File: config.mk
export PLATFORM = sky130hd
export DESIGN_NAME = adc_channel_sequencer
export DESIGN_NICKNAME = d
export VERILOG_FILES = /design/src/inc/adc_seq_pkg.sv /design/src/hdl/edge_sync.sv /design/src/hdl/adc_channel_sequencer.sv
export VERILOG_INCLUDE_DIRS = /design/src /design/src/inc
export SDC_FILE = /design/constraint.sdc
export NUM_CORES = 1
export LEC_CHECK = 0
export BUFFER_PORTS_ARGS = -buffer_cell sky130_fd_sc_hd__buf_2
export CAP_MARGIN = 20
export CORE_MARGIN = 3
export CORE_UTILIZATION = 55
export DETAILED_ROUTE_END_ITERATION = 6
export HOLD_SLACK_MARGIN = 0.02
export PLACE_DENSITY = 0.79
export SLEW_MARGIN = 20
export SYNTH_ARGS = -nofsm -noshare
export SYNTH_HDL_FRONTEND = slang
export SYNTH_SLANG_ARGS = --single-unit
File: constraint.sdc
create_clock -name sys_clk -period 2.4 [get_ports sys_clk]
set_input_delay 0.36 -clock sys_clk [delete_from_list [all_inputs] [get_ports sys_clk]]
set_output_delay 0.36 -clock sys_clk [all_outputs]
set_load 0.05 [all_outputs]
File: src/inc/adc_seq_cfg.svh
`ifndef ADC_SEQ_CFG_SVH
`define ADC_SEQ_CFG_SVH

// ----------------------------------------
// Control word field positions
// ----------------------------------------
`define CW_RANGE_BIT   0
`define CW_SEQ_BIT     1
`define CW_MASK_BIT    2
`define CW_MODE_LO     3
`define CW_MODE_HI     4
`define CW_CHAN_LO     5
`define CW_CHAN_HI     7
`define CW_REF_BIT     8
`define CW_CODING_BIT  9
`define CW_PM_LO       10
`define CW_PM_HI       11

// ----------------------------------------
// Reset values and mask write count
// ----------------------------------------
`define MASK_RESET     8'h00
`define CHAN_RESET     3'h0
`define CTRL_RESET     12'h000
`define WRITES_IN_MASK 2'h2

// ----------------------------------------
// Result widths
// ----------------------------------------
`define RES_BITS_12    12
`define RES_BITS_10    10

`endif

File: src/inc/adc_seq_pkg.sv
package adc_seq_pkg;

  typedef enum logic [1:0] {
    MODE_SINGLE,
    MODE_MASK_LOAD,
    MODE_KEEP,
    MODE_CONSEC
  } seq_mode_t;

  typedef struct packed {
    logic [1:0] power_mode;
    logic       coding;
    logic       ref_sel;
    logic [2:0] channel_select_field;
    logic [1:0] input_mode;
    logic       mask_select;
    logic       sequence_enable;
    logic       range;
  } ctrl_word_t;

  typedef struct packed {
    logic [2:0] channel;
    logic       coding;
    logic       range;
    logic       ref_sel;
    logic [1:0] input_mode;
    logic [1:0] power_mode;
  } conv_setup_t;

endpackage : adc_seq_pkg

File: src/hdl/edge_sync.sv
// Two-stage synchroniser followed by rise/fall detection on the second stage
module edge_sync (
  // Clock and reset
  input  wire logic sys_clk,
  input  wire logic rst,
  // Pin side
  input  wire logic pin_in,
  // Synchronised outputs
  output logic      level,
  output logic      rise,
  output logic      fall
);

  typedef struct packed {
    logic s1;
    logic s2;
    logic s3;
  } sync_state_t;

  sync_state_t st_r;
  sync_state_t st_nxt;

  always_comb begin
    st_nxt    = st_r;
    st_nxt.s1 = pin_in;
    st_nxt.s2 = st_r.s1;
    st_nxt.s3 = st_r.s2;
  end

  // Idle high matches an unasserted active-low strobe
  always_ff @(posedge sys_clk) begin
    if (rst) begin
      st_r <= 3'h7;
    end else begin
      st_r <= st_nxt;
    end
  end

  assign level = st_r.s2;
  assign rise  = st_r.s2 & ~st_r.s3;
  assign fall  = ~st_r.s2 & st_r.s3;

endmodule : edge_sync

File: src/hdl/adc_channel_sequencer.sv
`include "adc_seq_cfg.svh"

// Overview of operation
// - Seq 0, mask 0: convert last written channel
// - Seq 0, mask 1: next two writes load mask
// - Seq 1, mask 0: update settings, keep sequence
// - Seq 1, mask 1: run channels 0 to selected
// - Mask is eight bits, taken on write rise
// - Mask write keeps only low eight bits
// - Mask write only after 0,1 control write
// - Mask bit n selects channel n
// - Ascending selected channels, advance per start, wrap
// - Control write other than 1,0 ends mask run
// - Code steps 4096 or 1024 across span
// - Coding 0 two's complement, 1 straight binary
// - Channel select field is bits 7 to 5
// - Mask select bit 2, sequence enable bit 1
module adc_channel_sequencer (
  // Clock and reset
  input  wire logic                      sys_clk,
  input  wire logic                      rst,
  // Parallel host bus (pins)
  input  wire logic [11:0]               data_bus,
  input  wire logic                      write_n,
  input  wire logic                      conversion_start_n,
  // Conversion set-up for the converter core
  output adc_seq_pkg::conv_setup_t       conv_setup,
  output logic                           conv_start,
  output adc_seq_pkg::seq_mode_t         seq_mode,
  output logic [7:0]                     channel_mask,
  output logic                           mask_pending,
  // Raw result from the converter core, coded here
  input  wire logic                      raw_valid,
  input  wire logic [11:0]               raw_result,
  input  wire logic                      ten_bit_variant,
  output logic [11:0]                    coded_result,
  output logic                           coded_valid
);

  import adc_seq_pkg::*;

  // ----------------------------------------
  // Pin synchronisers
  // ----------------------------------------
  logic wr_rise;
  logic cs_fall;
  logic [11:0] bus_s1_r;
  logic [11:0] bus_s2_r;

  // Write strobe: the word is taken on its rising edge
  edge_sync u_wr_sync (
    .sys_clk (sys_clk),
    .rst     (rst),
    .pin_in  (write_n),
    .level   (),
    .rise    (wr_rise),
    .fall    ()
  );

  // Conversion start: the falling edge launches a conversion
  edge_sync u_cs_sync (
    .sys_clk (sys_clk),
    .rst     (rst),
    .pin_in  (conversion_start_n),
    .level   (),
    .rise    (),
    .fall    (cs_fall)
  );

  // Data is stable around the strobe edge; two stages keep it aligned with it
  always_ff @(posedge sys_clk) begin
    if (rst) begin
      bus_s1_r <= 12'h000;
      bus_s2_r <= 12'h000;
    end else begin
      bus_s1_r <= data_bus;
      bus_s2_r <= bus_s1_r;
    end
  end

  // ----------------------------------------
  // State
  // ----------------------------------------
  typedef struct packed {
    ctrl_word_t   ctrl;
    seq_mode_t    mode;
    logic [7:0]   mask;
    // Mask words still owed after a 0,1 control write
    logic [1:0]   mask_writes_left;
    logic         mask_pend;
    // Last channel started; 7 makes the next mask step start lowest
    logic [2:0]   chan;
    // A mask or consecutive run is active
    logic         running;
    conv_setup_t  setup;
    logic         start;
    logic [11:0]  result;
    logic         result_valid;
  } seq_state_t;

  seq_state_t st_r;
  seq_state_t st_nxt;

  ctrl_word_t  wr_word;
  logic [2:0]  next_masked;
  logic        mask_has_bits;
  logic [2:0]  first_masked;
  logic [11:0] sign_flip;
  logic [11:0] width_mask;
  logic [2:0]  consec_next;
  logic        mask_armed;
  logic [1:0]  mode_bits;

  assign wr_word = ctrl_word_t'(bus_s2_r);

  // ----------------------------------------
  // Write decode
  // ----------------------------------------
  // armed count routes words
  // Routing follows the count, not the word, so mask data never decodes as control
  assign mask_armed = st_r.mask_writes_left != 2'h0;
  assign mode_bits  = {wr_word.sequence_enable, wr_word.mask_select};

  // ----------------------------------------
  // Mask search helpers
  // ----------------------------------------
  // bit is channel
  // ascending wrap search
  // Lowest set bit first, then the lowest one above the current channel
  always_comb begin
    next_masked   = st_r.chan;
    first_masked  = 3'h0;
    mask_has_bits = |st_r.mask;
    for (int i = 7; i >= 0; i--) begin
      if (st_r.mask[i]) begin
        first_masked = 3'(i);
      end
    end
    next_masked = first_masked;
    for (int i = 7; i >= 0; i--) begin
      if (st_r.mask[i] && (3'(i) > st_r.chan)) begin
        next_masked = 3'(i);
      end
    end
  end

  // coding
  // Two's complement is offset binary with the top bit inverted
  always_comb begin
    sign_flip = 12'h000;
    if (ten_bit_variant) begin
      sign_flip[`RES_BITS_10-1] = 1'b1;
    end else begin
      sign_flip[`RES_BITS_12-1] = 1'b1;
    end
  end

  // ten-bit code range
  // Bits above the ten-bit range are cleared so a stray core bit cannot leave it
  always_comb begin
    width_mask = 12'hFFF;
    if (ten_bit_variant) begin
      width_mask = 12'h3FF;
    end
  end

  // ----------------------------------------
  // Consecutive run step
  // ----------------------------------------
  // step, wrap to zero
  // A final channel lowered mid-run wraps at once instead of running past it
  always_comb begin
    consec_next = st_r.chan + 3'h1;
    if (st_r.chan >= st_r.ctrl.channel_select_field) begin
      consec_next = 3'h0;
    end
  end

  // ----------------------------------------
  // Next state
  // ----------------------------------------
  always_comb begin
    st_nxt              = st_r;
    // Start and result strobes are one-cycle pulses
    st_nxt.start        = 1'b0;
    st_nxt.result_valid = 1'b0;

    if (wr_rise) begin
      if (mask_armed) begin
        st_nxt.mask             = bus_s2_r[7:0];
        st_nxt.mask_writes_left = st_r.mask_writes_left - 2'h1;
        st_nxt.running          = 1'b1;
        st_nxt.mode             = MODE_MASK_LOAD;
        // Sequence restarts at lowest selected channel
        st_nxt.chan             = 3'h7;
      end else begin
        st_nxt.ctrl = wr_word;
        unique case (mode_bits)
          2'b00: begin
            st_nxt.mode    = MODE_SINGLE;
            st_nxt.running = 1'b0;
            st_nxt.chan    = wr_word.channel_select_field;
          end
          2'b01: begin
            st_nxt.mode             = MODE_SINGLE;
            st_nxt.running          = 1'b0;
            st_nxt.mask_writes_left = `WRITES_IN_MASK;
          end
          2'b10: begin
            st_nxt.mode = st_r.mode;
          end
          2'b11: begin
            st_nxt.mode    = MODE_CONSEC;
            st_nxt.running = 1'b1;
            st_nxt.chan    = wr_word.channel_select_field;
          end
        endcase
      end
    end

    // A start in the same cycle as a write uses the settings before it
    if (cs_fall) begin
      st_nxt.start = 1'b1;
      st_nxt.setup.coding     = st_r.ctrl.coding;
      st_nxt.setup.range      = st_r.ctrl.range;
      st_nxt.setup.ref_sel    = st_r.ctrl.ref_sel;
      st_nxt.setup.input_mode = st_r.ctrl.input_mode;
      st_nxt.setup.power_mode = st_r.ctrl.power_mode;
      if (st_r.running && st_r.mode == MODE_MASK_LOAD) begin
        if (mask_has_bits) begin
          st_nxt.setup.channel = next_masked;
          st_nxt.chan          = next_masked;
        end else begin
          st_nxt.setup.channel = st_r.chan;
        end
      end else if (st_r.running && st_r.mode == MODE_CONSEC) begin
        st_nxt.chan          = consec_next;
        st_nxt.setup.channel = consec_next;
      end else begin
        st_nxt.setup.channel = st_r.ctrl.channel_select_field;
      end
    end

    if (raw_valid) begin
      st_nxt.result_valid = 1'b1;
      // coding select
      // Coding follows the set-up the conversion was started with
      st_nxt.result = (raw_result & width_mask) ^ (st_r.setup.coding ? 12'h000 : sign_flip);
    end

    st_nxt.mask_pend = st_nxt.mask_writes_left != 2'h0;
  end

  // ----------------------------------------
  // Registers
  // ----------------------------------------
  always_ff @(posedge sys_clk) begin
    if (rst) begin
      st_r.ctrl             <= ctrl_word_t'(`CTRL_RESET);
      st_r.mode             <= MODE_SINGLE;
      st_r.mask             <= `MASK_RESET;
      st_r.mask_writes_left <= 2'h0;
      st_r.mask_pend        <= 1'b0;
      st_r.chan             <= `CHAN_RESET;
      st_r.running          <= 1'b0;
      st_r.setup            <= '0;
      st_r.start            <= 1'b0;
      st_r.result           <= 12'h000;
      st_r.result_valid     <= 1'b0;
    end else begin
      st_r <= st_nxt;
    end
  end

  // ----------------------------------------
  // Outputs
  // ----------------------------------------
  // Every output is a register field, so the core sees no decode glitches
  assign conv_setup   = st_r.setup;
  assign conv_start   = st_r.start;
  assign seq_mode     = st_r.mode;
  assign channel_mask = st_r.mask;
  assign mask_pending = st_r.mask_pend;
  assign coded_result = st_r.result;
  assign coded_valid  = st_r.result_valid;

endmodule : adc_channel_sequencer

==> results of run 1 <==
[layout make-up]
cell class / count / share of cell area
inverter: 10 / 0.009572
clock buffer: 9 / 0.03159
tap: 75 / 0.02393
multi-input combinational: 263 / 0.4036
clock inverter: 7 / 0.02648
timing repair buffer: 69 / 0.09126
sequential: 81 / 0.4135
[stage by stage]
stage | setup WS (ns) | std cells
after floorplan | 0.6104 | 409
after global placement | 0.4523 | 498
after detailed placement | 0.3313 | 498
after CTS | 0.3124 | 514
after global routing | 0.09402 | 514
final | 0.2442 | 514
[flip-flops by register name (all words and copies together) (netlist names)]
register / count
u_wr_sync.st_r: 1
channel_mask: 8
bus_s2_r: 12
bus_s1_r: 12
u_cs_sync.st_nxt: 1
conv_start: 1
mask_pending: 1
conv_setup: 10
coded_result: 12
st_r: 16
coded_valid: 1
seq_mode: 2
u_cs_sync.level: 1
u_wr_sync.level: 1
u_cs_sync.st_r: 1
u_wr_sync.st_nxt: 1
[worst max-delay path: stages (launching register included)]
cell      delay [ns]
dfxtp_1         0.55
inv_1           0.18
ha_1            0.33
nor2b_1         0.07
o2111a_1        0.29
a21o_1          0.21
a221oi_1        0.27
a211oi_1        0.12
[synthesized netlist by cell type, types with 2 or more instances]
library cell   n  area [sq um]
o211ai_1       2         15.01
nand3_1        2         10.01
dfxtp_1       81          1622
nor3_1         5         25.02
buf_4         32         240.2
clkbuf_1      17         63.81
nor4_2         2         25.02
buf_2          4         20.02
nand2_1       51         191.4
o21ai_0       15         75.07
a221oi_1       2         17.52
a211oi_1       3         22.52
a21oi_1       44         220.2
nor2_1        29         108.9
or2_2          6         37.54
nor2b_1       31         193.9
a31oi_1        4         25.02
o211a_1        2         20.02
mux2i_1       10         100.1
o21a_1         3         22.52
ha_1          11         137.6
nand4_1        2         12.51
nand2b_1       6         37.54
inv_1         10         37.54
buf_1          2         7.510
o21bai_1       2         15.01
nand3b_1       2         15.01
and2_1         2         12.51
a21o_1         4         30.03
a22oi_1        3         22.52
[worst paths after layout]
check,from,to,slack [ns],cells after the start
setup / recovery,st_r[25]$_SDFF_PP0_,conv_setup[7]$_SDFFE_PP0P_,0.24,7
hold / removal,conversion_start_n,u_cs_sync.st_nxt[1]$_SDFF_PP1_,0.18,2
setup reg to reg,st_r[25]$_SDFF_PP0_,conv_setup[7]$_SDFFE_PP0P_,0.24,7
hold reg to reg,u_wr_sync.st_nxt[1]$_SDFF_PP1_,u_wr_sync.level$_SDFF_PP1_,0.42,1
[routing by layer]
metal  share of wire  global-route usage  routed length [um]  up-vias
met5               0                   0                   0        -
met2            0.46              0.3046                3184       92
met4           0.016             0.06516                 111        0
li1                -                   -                   -     1404
met1            0.45              0.2373                3095     1250
met3           0.075             0.06749                 517       12
[power groups by stage]
stage	logic (mW)	registers [mW]	clock network [mW]
finish	0.236	1.42	1.10
global route	0.259	1.42	1.20
CTS	0.236	1.42	1.13
detailed placement	0.235	1.45	0
global placement	0.230	1.45	0
floorplan	0.191	1.44	0
[kinds of logic after synthesis]
family | Yosys count | synth area share
buf+inv | 65 | 0.1033
compound gates | 97 | 0.1705
simple gates | 142 | 0.1978
xor+xnor | 2 | 0.004903
flops | 81 | 0.4538
fa+ha+maj | 11 | 0.03851
mux | 11 | 0.03116
==> summary.md, run 1 <==
| Metric | Value |
|---|---|
| Setup bufs post-CTS | 0 |
| Fin util | 0.6433 |
| Dpl hpwl | 5.052 mm |
| Worst setup SP type | flop |
| DR iter-0 viols | between 150 and 200 |
| Largest net degree at the start of global routing | 31 |
| Unrepaired setup endpoints after global routing | false |
| Pins Over Slew Limit | 0 |
| Ant diodes | 0 |
| DRT Pass-1 Iters | 6 |
| Synth Instances | 409 |
| DP Area | 3694 sq um |
| Primary FF master, synth | dfxtp_1 |
| Crit. End Element | flop |
| Flop pwr share | 0.516 |
| Tmin final | ~2.2 ns |
| Routability Congestion | 0.9233 |
| Antenna viol nets, final | 0 |
| Syn Area/Cell | 8.737 sq um |
| Total CTS buffers | 9 |
| Pwr dens | 701.1 nW/um^2 |
| Worst slew margin | 0.5900 |
| IO buf count | 64 |
| Finished Cell Area | 3921 sq um |
| Logic pwr share | 0.086 |
| Syn Nets | 450 |
| Total power | 2.749 mW |
| Req. time, crit path | about 2.6 ns |
| Clock Sinks | between 80 and 90 |
| Post-synth EDFFs | 0 |
| Post-Route Setup TNS | 0 ns |
| Sequential cell area | roughly 1600 sq um |
| Worst skew pair latency | 0.35 ns |
| I/O pin cnt | 65 |
| Synth async-reset ratio | 0 |
| P_sw | between 0.6 and 0.7 mW |
| Site Rows | 28 |
| Post-CTS resize count | 0 |
| Gr usage total | 0.1899 |
| Worst-path clk slew | 0.08 ns |
| Final hold slack | 0.1848 ns |
| Initial Util | 0.5862 |
| TritonCTS clock tree | built |
| Synthesized area | 3573 sq um |
| Via count | 2758 |
| Initial antenna violation count | 0 |
| CTS Root Cell | clkbuf_8 |
| Die span in x | roughly 87 um |
| Most common cell after layout, fill and taps aside | dfxtp_1 |
| Hold crit path type | in2reg |
| Synthesis Warnings | 0 |
| Area of the multi-input gates | 1583 sq um |
| Max Fanout on Critical Path | 11 |
| H-tree level count | 3 |
| FILL cells | 560 |
| Share of cells above drive strength 1 | 0.2210 |
| Hold buffers post-CTS | 0 |
| DIE HEIGHT | around 87 um |
| Critical path type | reg2reg |
| Setup violators final | 0 |
| Number of global-route vias before repair | 2501 |
| Total wire length | 6.909 mm |
| Net Sw Frac | 0.2481 |
| Outcome | complete, no violations |
| Skew final | 0.009015 ns |
| First-pass GRT wire length | 11.24 mm |
| Seq/Total Area, Yosys | 0.4538 |
| Core footprint | approximately 6100 sq um |
| Leakage | 1.634 nW |
| Cell-internal power | 2.067 mW |
| Most frequent cells in the layout | dfxtp_1 (81), buf_2 (64), nand2_1 (51) |
| Clock Power Share | 0.399 |
| Max VDD drop | 540.0 uV |
| Final worst path period share | 0.8982 |
| Syn-to-layout area delta | 9.734% |
| CTS Buffer Depth | 2 |
| Fmax | 463.9 MHz |
| Via density | 5.366 |
| CP Data Arrival Time | 2.37 ns |
| DRC viols | 0 |
| Maxcap violations | 0 |
| Synthesized flop and latch total | a little over 80 |
| Total global routing overflow | 0 |
| Worst-Margin Slew | 0.6116 ns |
| Layout Nets | 475 |
| Die outline area | 7500 sq um |
| WL/cell | 13.44 um |
| Netlist cell types | 50 |
| Final Hold Violating Endpoints | 0 |
Note: power is estimated with default switching activity, not from simulation.
==> inputs of run 2 (changes only) <==
- ABC_AREA: default -> 1
- CORE_UTILIZATION: 55 -> 45
- PLACE_DENSITY: 0.79 -> 0.67
==> run 2 against run 1 <==
Fmax grew 12%; clock power shrank 21%; critical path depth up 4; critical path type unchanged.
==> summary.md, run 2 <==
| Metric | Value |
|---|---|
| Most frequent cells after synthesis | nor2_1 (83), dfxtp_1 (81), inv_1 (52) |
| Synthesized flop and latch total | 81 |
| Hold crit path type | in2reg |
| Most common cell after layout, fill and taps aside | nor2_1 |
| Total CTS buffers | 9 |
| Pwr dens | 676.7 nW/um^2 |
| Core footprint | 7370 sq um |
| Share of cells above drive strength 1 | 0.2156 |
| Hold path cells | 2 |
| Post-Synth XOR/XNOR Area | 0.002533 |
| Total wire length | about 6.7 mm |
| Syn Nets | 492 |
| Site Rows | 31 |
| Final worst setup slack | between 0.4 and 0.5 ns |
| Ant diodes | 0 |
| Via count | 2751 |
| Dpl hpwl | 4.821 mm |
| Maxcap violations | 0 |
| Layout Nets | around 520 |
| Critical path type | reg2reg |
| Top post-synthesis cells by area | dfxtp_1 (47%), nor2_1 (9.0%), buf_4 (6.9%) |
| Outcome | complete, no violations |
| Seq/Total Area, Yosys | 0.4691 |
| Fmax | a little over 500 MHz |
| Setup slack at placement | 0.5109 ns |
| First-pass GRT wire length | 11.41 mm |
| Tmin final | 1.928 ns |
| Most flop-heavy register | st_r |
| IO buf count | 64 |
| Worst setup SP type | flop |
| Worst slew margin | 0.7124 |
| Max reg flops | 16 |
| Worst-Margin Slew | 0.4304 ns |
| TritonCTS clock tree | built |
| Leakage | ~1.9 nW |
| Initial Util | 0.4691 |
| Synthesized area | about 3500 sq um |
| Max Fanout on Critical Path | 6 |
| Post-Synth Adder-Cell Area | 0.03981 |
| Area leader, netlist | dfxtp_1 |
| Worst-path clk slew | 0.08 ns |
| Simple-Gate Fraction of Synth Area | 0.1929 |
| Syn Area/Cell | 7.665 sq um |
| CP Data Arrival Time | 2.21 ns |
| WL/cell | 11.47 um |
| Crit. End Element | flop |
| Req. time, crit path | 2.68 ns |
| Total global routing overflow | 0 |
| Netlist cell types | 32 |
| Synth Instances | 451 |
| CTS Buffer Depth | 2 |
| Post-synthesis mux area share | 0 |
| Die span in x | 93.65 um |
| CTS Root Cell | clkbuf_8 |
| Worst reg2reg setup slack | between 0.4 and 0.5 ns |
| Number of global-route vias before repair | 2570 |
| Gr usage total | 0.1642 |
| Syn-to-layout area delta | 9.844% |
| Worst reg2reg path startpoint | st_r[25]$_SDFF_PP0_ |
| Max VDD drop | approximately 410 uV |
| Via density | 4.695 |
| R2r endpoint | st_r[26]$_SDFF_PP0_ |
| Pins Over Slew Limit | 0 |
| Main combinational cell family by area after synthesis | simple AND/OR/NAND/NOR gates |
| Initial antenna violation count | 0 |
| Final Hold Violating Endpoints | 0 |
| Setup violators final | 0 |
| Synthesis Warnings | 0 |
| Clock Sinks | 81 |
| Post-Route Setup TNS | 0 ns |
| Worst reg-to-reg path cell count | 11 |
| Routability Congestion | 0.9281 |
| Primary FF master, synth | dfxtp_1 |
| Synth async-reset ratio | 0 |
| Worst skew pair latency | approximately 0.35 ns |
| DRC viols | 0 |
| Most frequent cells in the layout | nor2_1 (83), dfxtp_1 (81), buf_2 (64) |
| Final worst path period share | 0.8035 |
| Largest net degree at the start of global routing | 40 |
| DR iter-0 viols | around 190 |
| H-tree level count | 3 |
| Antenna viol nets, final | 0 |
| Unrepaired setup endpoints after global routing | false |
| Area fraction of the dominant cell type after synthesis | 0.4691 |
| Post-synthesis compound-gate area fraction | 0.1408 |
| Skew final | approximately 0.011 ns |
| Setup bufs post-CTS | 0 |
| Hold buffers post-CTS | 0 |
| Fin util | 0.5153 |
| Post-synth EDFFs | 0 |
| DRT Pass-1 Iters | 4 |
| Worst Hold Launch | write_n |
| Worst Hold Path EP | u_wr_sync.st_nxt[1]$_SDFF_PP1_ |
| I/O pin cnt | 65 |
| Die outline area | 8770 sq um |
| Top-count cell post-synth | nor2_1 |
| DIE HEIGHT | 93.65 um |
| Post-CTS resize count | 0 |
[run 2: worst max-delay path: stages (launching register included)]
cell     delay, ns
dfxtp_1       0.43
inv_1         0.14
ha_1          0.31
o21ai_1       0.14
nand2_1       0.06
a21oi_1       0.20
nand2_1       0.08
nor2_1        0.13
a21oi_1       0.06
a21oi_1       0.13
nand2_1       0.08
a21oi_1       0.11
[run 2: kinds of logic (layout without fill, tap and decap cells)]
group / count (synthesis) / in the layout
AO/OA/AOI/OAI: 88 / 88
buffers and inverters: 110 / 146
flip-flops: 81 / 81
AND/OR/NAND/NOR: 160 / 160
adder cells (fa/ha/maj): 11 / 11
XOR/XNOR: 1 / 1
[run 2: where the power goes]
part           switching [mW]  internal, mW
clock network           0.470         0.400
logic                   0.192        0.0814
registers              0.0279          1.40
[run 2: how the worst max path moves through the flow]
| stage | from | endpoint | slack, ns | cells past startpoint |
|---|---|---|---|---|
| 2_1_floorplan | st_r[25]$_SDFF_PP0_ | st_r[26]$_SDFF_PP0_ | 0.70 | 11 |
| 3_3_place_gp | st_r[25]$_SDFF_PP0_ | st_r[26]$_SDFF_PP0_ | 0.57 | 11 |
| 3_5_place_dp | st_r[25]$_SDFF_PP0_ | st_r[26]$_SDFF_PP0_ | 0.51 | 11 |
| 4_1_cts | st_r[25]$_SDFF_PP0_ | st_r[26]$_SDFF_PP0_ | 0.48 | 11 |
| 5_1_grt | st_r[25]$_SDFF_PP0_ | st_r[26]$_SDFF_PP0_ | 0.23 | 11 |
| 6_report | st_r[25]$_SDFF_PP0_ | st_r[26]$_SDFF_PP0_ | 0.47 | 11 |
[run 2: final cells by class]
type / instances / area, sq um
Fill cell: 735 / 3572
Sequential cell: 81 / 1622
Multi-Input combinational cell: 260 / 1300
Timing Repair Buffer: 66 / 335.3
Inverter: 65 / 246.5
Clock buffer: 11 / 141.4
Tap cell: 99 / 123.9
Clock inverter: 4 / 28.78
[run 2: layer usage]
metal	part of all wire	global-route usage
met5	0	0
met4	0.030	0.08664
met3	0.054	0.04247
met2	0.45	0.2525
met1	0.47	0.2113
[run 2: stage by stage]
step	instances	hold slack, ns	area [sq um]	total power, mW
CTS	586	0.1754	3797	2.606
detailed placement	571	0.3947	3627	1.732
floorplan	451	0.3883	3457	1.682
global route	586	0.1803	3797	2.709
global placement	571	0.3898	3627	1.727
finish	586	0.1931	3797	2.570
